**config.mk**
```make
export PLATFORM = sky130hd
export DESIGN_NAME = ptg_top
export DESIGN_NICKNAME = d
export VERILOG_FILES = /design/src/ptg_pkg.sv /design/src/ptg_tick_if.sv /design/src/ptg_chain.sv /design/src/ptg_top.sv
export SDC_FILE = /design/constraint.sdc
export NUM_CORES = 1
export LEC_CHECK = 0
export BUFFER_PORTS_ARGS = -buffer_cell sky130_fd_sc_hd__buf_2
export CAP_MARGIN = 5
export CORE_MARGIN = 1
export CORE_UTILIZATION = 50
export DETAILED_ROUTE_END_ITERATION = 12
export GPL_TIMING_DRIVEN = 0
export PLACE_DENSITY = 0.82
export SLEW_MARGIN = 15
export SYNTH_ARGS = -nofsm -noshare
export SYNTH_HDL_FRONTEND = slang
export SYNTH_SLANG_ARGS = --single-unit
```
**constraint.sdc**
```tcl
create_clock -name clk_i -period 3.45 [get_ports clk_i]
set_clock_uncertainty 0.1 [all_clocks]
set_input_delay 0.1725 -clock clk_i [delete_from_list [all_inputs] [get_ports clk_i]]
set_output_delay 0.1725 -clock clk_i [all_outputs]
set_load 0.01 [all_outputs]
```
**src/ptg_pkg.sv**
```systemverilog
// package for the periodic tick generator: register map, fields, resets
// assumes a 32-bit apb slave with one aligned word per register
package ptg_pkg;

  // register byte offsets
  localparam logic [7:0] CTRL_OFS   = 8'h00;
  localparam logic [7:0] STATUS_OFS = 8'h04;
  localparam logic [7:0] CLEAR_OFS  = 8'h08;
  localparam logic [7:0] IRQEN_OFS  = 8'h0C;
  localparam logic [7:0] COUNT_OFS  = 8'h10;

  // control register fields
  localparam int RATE_LSB  = 0;
  localparam int RATE_W    = 3;
  localparam int ACK_BIT   = 3;
  localparam int IRQE_BIT  = 4;
  localparam int TEN_BIT   = 5;

  // status and interrupt layout
  localparam int FLAG_BIT  = 0;
  localparam int EVT_W     = 1;

  // reset values
  localparam logic [2:0]  RATE_RST = 3'h0;
  localparam logic [31:0] ZERO32   = 32'h0000_0000;

  // counter chain width covers the largest divide ratio
  localparam int CNT_W = 15;

  // divide ratio minus one as a terminal count for each rate code
  function automatic logic [CNT_W-1:0] ptg_term(input logic [2:0] code);
    logic [CNT_W-1:0] t;
    t = 15'h0000;
    unique case (code)
      3'h0: t = 15'h7FFF; // 32768
      3'h1: t = 15'h1FFF; // 8192
      3'h2: t = 15'h07FF; // 2048
      3'h3: t = 15'h007F; // 128
      3'h4: t = 15'h003F; // 64
      3'h5: t = 15'h001F; // 32
      3'h6: t = 15'h000F; // 16
      3'h7: t = 15'h0007; // 8
    endcase
    return t;
  endfunction

endpackage

```
**src/ptg_tick_if.sv**
```systemverilog
// interface carrying the counter chain controls between top and core
// assumes both ends share clk_i of the top
`timescale 1ns/1ps
interface ptg_tick_if;
  logic       run;
  logic [2:0] rate;
  logic       tick;
  logic [14:0] count;
  modport top  (output run, output rate, input tick, input count);
  modport core (input run, input rate, output tick, output count);
endinterface

```
**src/ptg_chain.sv**
```systemverilog
// counter chain of the tick generator, clocked by the synchronised
// oscillator edge enable; assumes osc_rise_i is a one-cycle pulse
`timescale 1ns/1ps
module ptg_chain
(
  input  wire logic clk_i,
  input  wire logic reset_i,
  input  wire logic osc_rise_i,
  ptg_tick_if.core  tif
);

  logic [14:0] cnt_r;
  logic        hit;

  // rollover at the selected terminal count
  assign hit = osc_rise_i && (cnt_r == ptg_pkg::ptg_term(tif.rate));

  // ---------------------------------------------------------------
  // chain
  // ---------------------------------------------------------------
  // held at zero while stopped, so re-enabling restarts the phase
  always_ff @(posedge clk_i or posedge reset_i)
  begin
    if (reset_i)
      cnt_r <= 15'h0000;
    else if (!tif.run)
      cnt_r <= 15'h0000;
    else if (hit)
      cnt_r <= 15'h0000;
    else if (osc_rise_i)
      cnt_r <= cnt_r + 15'h0001;
  end

  // tick is a combinational handshake pulse
  assign tif.tick  = tif.run && hit;
  assign tif.count = cnt_r;

endmodule

```
**src/ptg_top.sv**
```systemverilog
// periodic tick generator: divides the oscillator input into ticks
// assumes apb master on clk_i; oscillator_input is asynchronous and
// much slower than clk_i (at most a quarter of its rate)
//
// Function
// - the rate_select code picks a divide ratio from 32768 down to 8.
// - flag_ack_bit is write-only and always reads as zero.
// - writing one to flag_ack_bit clears tick_flag, zero does nothing.
// - tick_irq_enable gates the flag onto the interrupt request.
// - reset clears tick_irq_enable.
// - tick_enable runs the chain; clear holds the chain at zero.
// - clearing then setting tick_enable restarts the chain from zero.
// - reset clears tick_enable, leaving the chain at zero.
// - every chain rollover sets tick_flag.
// - with the enable set, the request stays until the flag is acked.
`timescale 1ns/1ps
module ptg_top
(
  input  wire logic        clk_i,
  input  wire logic        reset_i,
  input  wire logic        oscillator_input_i,
  input  wire logic        psel_i,
  input  wire logic        penable_i,
  input  wire logic        pwrite_i,
  input  wire logic [7:0]  paddr_i,
  input  wire logic [31:0] pwdata_i,
  input  wire logic [3:0]  pstrb_i,
  output logic      [31:0] prdata_o,
  output logic             pready_o,
  output logic             pslverr_o,
  output logic             irq_o
);

  // ---------------------------------------------------------------
  // oscillator synchroniser and edge detect
  // ---------------------------------------------------------------
  logic osc_meta_r;
  logic osc_sync_r;
  logic osc_last_r;
  logic osc_rise;

  // two flops before any logic; the edge detector reads the second and a third delay flop
  always_ff @(posedge clk_i or posedge reset_i)
  begin
    if (reset_i)
    begin
      osc_meta_r <= 1'b0;
      osc_sync_r <= 1'b0;
      osc_last_r <= 1'b0;
    end
    else
    begin
      osc_meta_r <= oscillator_input_i;
      osc_sync_r <= osc_meta_r;
      osc_last_r <= osc_sync_r;
    end
  end

  assign osc_rise = osc_sync_r && !osc_last_r;

  // ---------------------------------------------------------------
  // apb decode
  // ---------------------------------------------------------------
  logic wr_en;
  logic rd_en;
  logic hit_ctrl;
  logic hit_stat;
  logic hit_clr;
  logic hit_irqe;
  logic hit_cnt;
  logic mapped;

  // zero wait states: access completes in the first access cycle
  assign wr_en    = psel_i && penable_i && pwrite_i;
  assign rd_en    = psel_i && penable_i && !pwrite_i;
  assign hit_ctrl = (paddr_i == ptg_pkg::CTRL_OFS);
  assign hit_stat = (paddr_i == ptg_pkg::STATUS_OFS);
  assign hit_clr  = (paddr_i == ptg_pkg::CLEAR_OFS);
  assign hit_irqe = (paddr_i == ptg_pkg::IRQEN_OFS);
  assign hit_cnt  = (paddr_i == ptg_pkg::COUNT_OFS);
  assign mapped   = hit_ctrl | hit_stat | hit_clr | hit_irqe | hit_cnt;
  assign pready_o = 1'b1;

  // unmapped addresses answer with an error and no side effect
  assign pslverr_o = psel_i && penable_i && !mapped;

  // ---------------------------------------------------------------
  // control register
  // ---------------------------------------------------------------
  logic [2:0] rate_select_r;
  logic       tick_irq_enable_r;
  logic       tick_enable_r;
  logic       ctrl_wr;
  logic       ack_wr;

  // only the low byte lane carries control bits
  assign ctrl_wr = wr_en && hit_ctrl && pstrb_i[0];

  // both enables clear on reset; rate may be changed any time, but a
  // change while running gives one irregular first period
  always_ff @(posedge clk_i or posedge reset_i)
  begin
    if (reset_i)
    begin
      rate_select_r     <= ptg_pkg::RATE_RST;
      tick_irq_enable_r <= 1'b0;
      tick_enable_r     <= 1'b0;
    end
    else if (ctrl_wr)
    begin
      rate_select_r     <= pwdata_i[ptg_pkg::RATE_LSB +: ptg_pkg::RATE_W];
      tick_irq_enable_r <= pwdata_i[ptg_pkg::IRQE_BIT];
      tick_enable_r     <= pwdata_i[ptg_pkg::TEN_BIT];
    end
  end

  // acknowledge is a write strobe only, nothing stores it
  assign ack_wr = ctrl_wr && pwdata_i[ptg_pkg::ACK_BIT];

  // ---------------------------------------------------------------
  // counter chain
  // ---------------------------------------------------------------
  ptg_tick_if tif ();

  assign tif.run  = tick_enable_r;
  assign tif.rate = rate_select_r;

  ptg_chain u_chain
  (
    .clk_i      (clk_i),
    .reset_i    (reset_i),
    .osc_rise_i (osc_rise),
    .tif        (tif)
  );

  // ---------------------------------------------------------------
  // flag and interrupt status
  // ---------------------------------------------------------------
  logic tick_flag_r;
  logic clr_wr;
  logic clr_flag;
  logic irq_mask_r;
  logic tick_flag_nxt;
  logic irq_mask_nxt;

  // write-one-to-clear register mirrors the status layout
  assign clr_wr   = wr_en && hit_clr && pstrb_i[0]
                    && pwdata_i[ptg_pkg::FLAG_BIT];
  assign clr_flag = ack_wr || clr_wr;

  // set wins over clear so a tick in the ack cycle is kept
  always_ff @(posedge clk_i or posedge reset_i)
  begin
    if (reset_i)
      tick_flag_r <= 1'b0;
    else if (tif.tick)
      tick_flag_r <= 1'b1;
    else if (clr_flag)
      tick_flag_r <= 1'b0;
  end

  // enable register of the status layout, mirrors tick_irq_enable
  always_ff @(posedge clk_i or posedge reset_i)
  begin
    if (reset_i)
      irq_mask_r <= 1'b0;
    else if (wr_en && hit_irqe && pstrb_i[0])
      irq_mask_r <= pwdata_i[ptg_pkg::FLAG_BIT];
    else if (ctrl_wr)
      irq_mask_r <= pwdata_i[ptg_pkg::IRQE_BIT];
  end

  // level request held until the flag is cleared
  always_ff @(posedge clk_i or posedge reset_i)
  begin
    if (reset_i)
      irq_o <= 1'b0;
    else
      irq_o <= tick_flag_nxt && irq_mask_nxt;
  end

  // next-state views so the request tracks the flag with no extra lag
  always_comb
  begin
    tick_flag_nxt = tick_flag_r;
    if (tif.tick)
      tick_flag_nxt = 1'b1;
    else if (clr_flag)
      tick_flag_nxt = 1'b0;
    irq_mask_nxt = irq_mask_r;
    if (wr_en && hit_irqe && pstrb_i[0])
      irq_mask_nxt = pwdata_i[ptg_pkg::FLAG_BIT];
    else if (ctrl_wr)
      irq_mask_nxt = pwdata_i[ptg_pkg::IRQE_BIT];
  end

  // ---------------------------------------------------------------
  // read data
  // ---------------------------------------------------------------
  logic [31:0] rd_mux;

  // ack position reads zero; clear register reads zero
  always_comb
  begin
    rd_mux = ptg_pkg::ZERO32;
    if (hit_ctrl)
    begin
      rd_mux[ptg_pkg::RATE_LSB +: ptg_pkg::RATE_W] = rate_select_r;
      rd_mux[ptg_pkg::ACK_BIT]  = 1'b0;
      rd_mux[ptg_pkg::IRQE_BIT] = irq_mask_r;
      rd_mux[ptg_pkg::TEN_BIT]  = tick_enable_r;
    end
    else if (hit_stat)
      rd_mux[ptg_pkg::FLAG_BIT] = tick_flag_r;
    else if (hit_irqe)
      rd_mux[ptg_pkg::FLAG_BIT] = irq_mask_r;
    else if (hit_cnt)
      rd_mux[14:0] = tif.count;
  end

  // read data registered in the setup cycle, valid in the access cycle
  always_ff @(posedge clk_i or posedge reset_i)
  begin
    if (reset_i)
      prdata_o <= ptg_pkg::ZERO32;
    else if (psel_i && !penable_i && !pwrite_i)
      prdata_o <= rd_mux;
  end

  logic unused_rd;
  assign unused_rd = rd_en & tick_irq_enable_r;

endmodule

```
==> results.ini <==
[status]
status = finished clean

[synth]
netlist_instances = 216
synth_xor_area_share_pct = 5.19
synth_compound_area_share_pct = 12.5
synth-main-ff-cell = dfrtp_1
ys_types = 46
avgSynthCellArea_um2 = 10.2
async_flop_share_pct = 100
ys_warn_count = 0
synth_top_family_by_area = simple AND/OR/NAND/NOR gates
yosys.area_share.simple_pct = 23.0
yosysSeqAreaShare_pct = 45.6
synth_area_leaders = dfrtp_1, buf_4, a22o_1
ys_ff_latch = 40
synth.top_cell.area_share_pct = 45.6
synth_edf_count = 0
synth_mux_area_share_pct = 2.96
yosys.area.top_type = dfrtp_1
synth.most_common_cell = dfrtp_1
yosys.area_share.adder_pct = 0.570
syn-cell-area_um2 = 2190
yosys-top-cells-count = dfrtp_1, buf_4, nand2_1

[sta]
maxSlewHeadroom_pct = 58.2
fmax_ghz = 0.510
tightest_slew_ns = 0.624
finalHoldViolations = 0
rsz0062_at_grt = no
period_minus_slack_ns = 1.96
final_max_slew_viol_count = 0
setup_violations = 0
tns_ns = 0
period_share_pct = 56.9

[critical_path]
slowest_delay_ns = 0.46
cp_data_required_time_ns = 3.51
crit_chain = nor4_1, mux2i_1, a2111oi_4, and2_1, buf_6, o22ai_1
cp.buffers_inverters = 1
worstPathArrival_ns = 2.02
slowest_stage = dfrtp_1
cp_max_fo = 10
path_delay_family = simple AND/OR/NAND/NOR gates
startpoint_type = register
worstSetupPathType = reg2reg
crit_path_end_kind = register

[power_and_ir_drop]
powerDensity_nw_per_um2 = 361
clkPwrFrac_pct = 43.3
ir_worst_vdd_mv = 0.245
power.internal_mw = 0.758
seq_power_share_pct = 49.2
p_sw_mw = 0.201
comb_power_share_pct = 7.4
p_leak_nw = 1.29
p_sw_share_pct = 20.9
p_total_mw = 0.959

[clocking]
cts.clk_slew.worst_paths_ns = 0.08
cts_tree = built
htree_levels = 2
clkLatencyLatePin_ns = 0.29
post_cts_resize_count = 0
cts-root-buf = clkbuf_8
cts.sinks = 40
cts_buffers = 5
cts_max_path_buffers = 2
cts_hold_buf = 2
post_cts_buffers = 0

[global_routing]
overflow = 0
globalRouteTotalUtil_pct = 20.9
antenna_found_initial = 0
grt_pass1_wl_um = 6960
grt_pass1_vias = 1474
grt_max_degree = 30

[floorplan]
initial_core_util_pct = 53.3
die_x_um = 68.3
fp.coreArea_um2 = 4120
dieArea_um2 = 4660
rows = 23
die_h_um = 68.3
io_pins = 85

[finish]
post-route-util_pct = 64.6
multi_input_area_um2 = 1040
area_growth_pct = 21.2
fin_nets = 328
drive_gt1_share_pct = 29.1
fin_area_um2 = 2660
num_antenna_cells = 0
register_area_um2 = 1000
fillers = 350
final_cells = 328

[detailed_routing]
wl_met1_um = 2000
firstDrtPassIters = 5
drc_errors = 0
route.met3.wl_um = 257
wl_met2_um = 2140
num_vias = 1723
viasPerCell = 5.25
antenna_left = 0
drtIter0Drc = 75
wl_per_cell_um = 13.6
wl_um = 4470
top_layer = met4

[place]
placed_area_um2 = 2510
dp_hpwl_um = 3290
io_buffers = 35
gp_congestion = 0.784
place_inst = 318

[job]
cap_viol_max_count = 0

[min_path]
min_path_type = in2reg

-- final cells by class --
class | instances | area share [%]
repair buffers | 38 | 8.09
inverters | 5 | 0.706
clock buffers | 7 | 3.62
flip-flops and latches | 40 | 37.6
well taps | 50 | 2.35
multi-input cells | 157 | 39.1
clock inverters | 1 | 1.13
plain buffers | 30 | 7.39
-- cells in the final DEF (no fill, tap or decap), drive strengths merged, types with 5 or more instances in the layout --
master	instances
a22o	10
a22oi	5
and2	6
buf	60
clkbuf	13
conb	18
dfrtp	40
inv	5
nand2	18
nand3	10
nand3b	5
nand4	7
nor2	7
nor3b	6
xnor2	5
xor2	8
-- kinds of logic (layout without fill, tap and decap cells) --
logic type | count (synthesis) | after routing
buffers and inverters | 35 | 81
DFF | 40 | 40
muxes | 6 | 6
AOI/OAI and AO/OA | 34 | 34
and+or+nand+nor | 85 | 85
xor gates and xnor gates | 13 | 13
adders and majority gates | 1 | 1
other | 2 | 18
-- metal layers --
| metal | vias up | GRT usage [%] |
|---|---|---|
| met2 | 57 | 33.3 |
| met1 | 804 | 27.1 |
| li1 | 852 | - |
| met4 | 0 | 8.33 |
| met5 | - | 0 |
| met3 | 10 | 5.00 |
-- metrics by stage --
step | hold WS (ns) | setup slack, ns
global placement | 0.181 | 1.54
detailed placement | 0.0201 | 1.50
finish | 0.00524 | 1.49
floorplan | 0.104 | 1.67
CTS | 0.00414 | 1.49
global route | 0.00244 | 1.38
-- final timing paths --
path                                       from              endpoint  slack, ns  cells past startpoint
max reg2reg                u_chain.tif.count[8]  u_chain.tif.count[0]       1.49                      6
min in group asynchronous               reset_i          prdata_o[11]       0.26                      3
max                        u_chain.tif.count[8]  u_chain.tif.count[0]       1.49                      6
min                                 pwdata_i[1]      rate_select_r[1]      0.005                      2
max in group asynchronous               reset_i           tick_flag_r       2.57                      4
min reg2reg                          osc_meta_r            osc_sync_r       0.26                      0
-- power by group through the flow --
stage               clock network [mW]  registers [mW]  logic [mW]
global placement                     0           0.481      0.0648
detailed placement                   0           0.481      0.0692
CTS                              0.421           0.472      0.0713
finish                           0.415           0.472      0.0712
global route                     0.448           0.472      0.0804
floorplan                            0           0.481      0.0475
(Power assumes the default switching activity.)
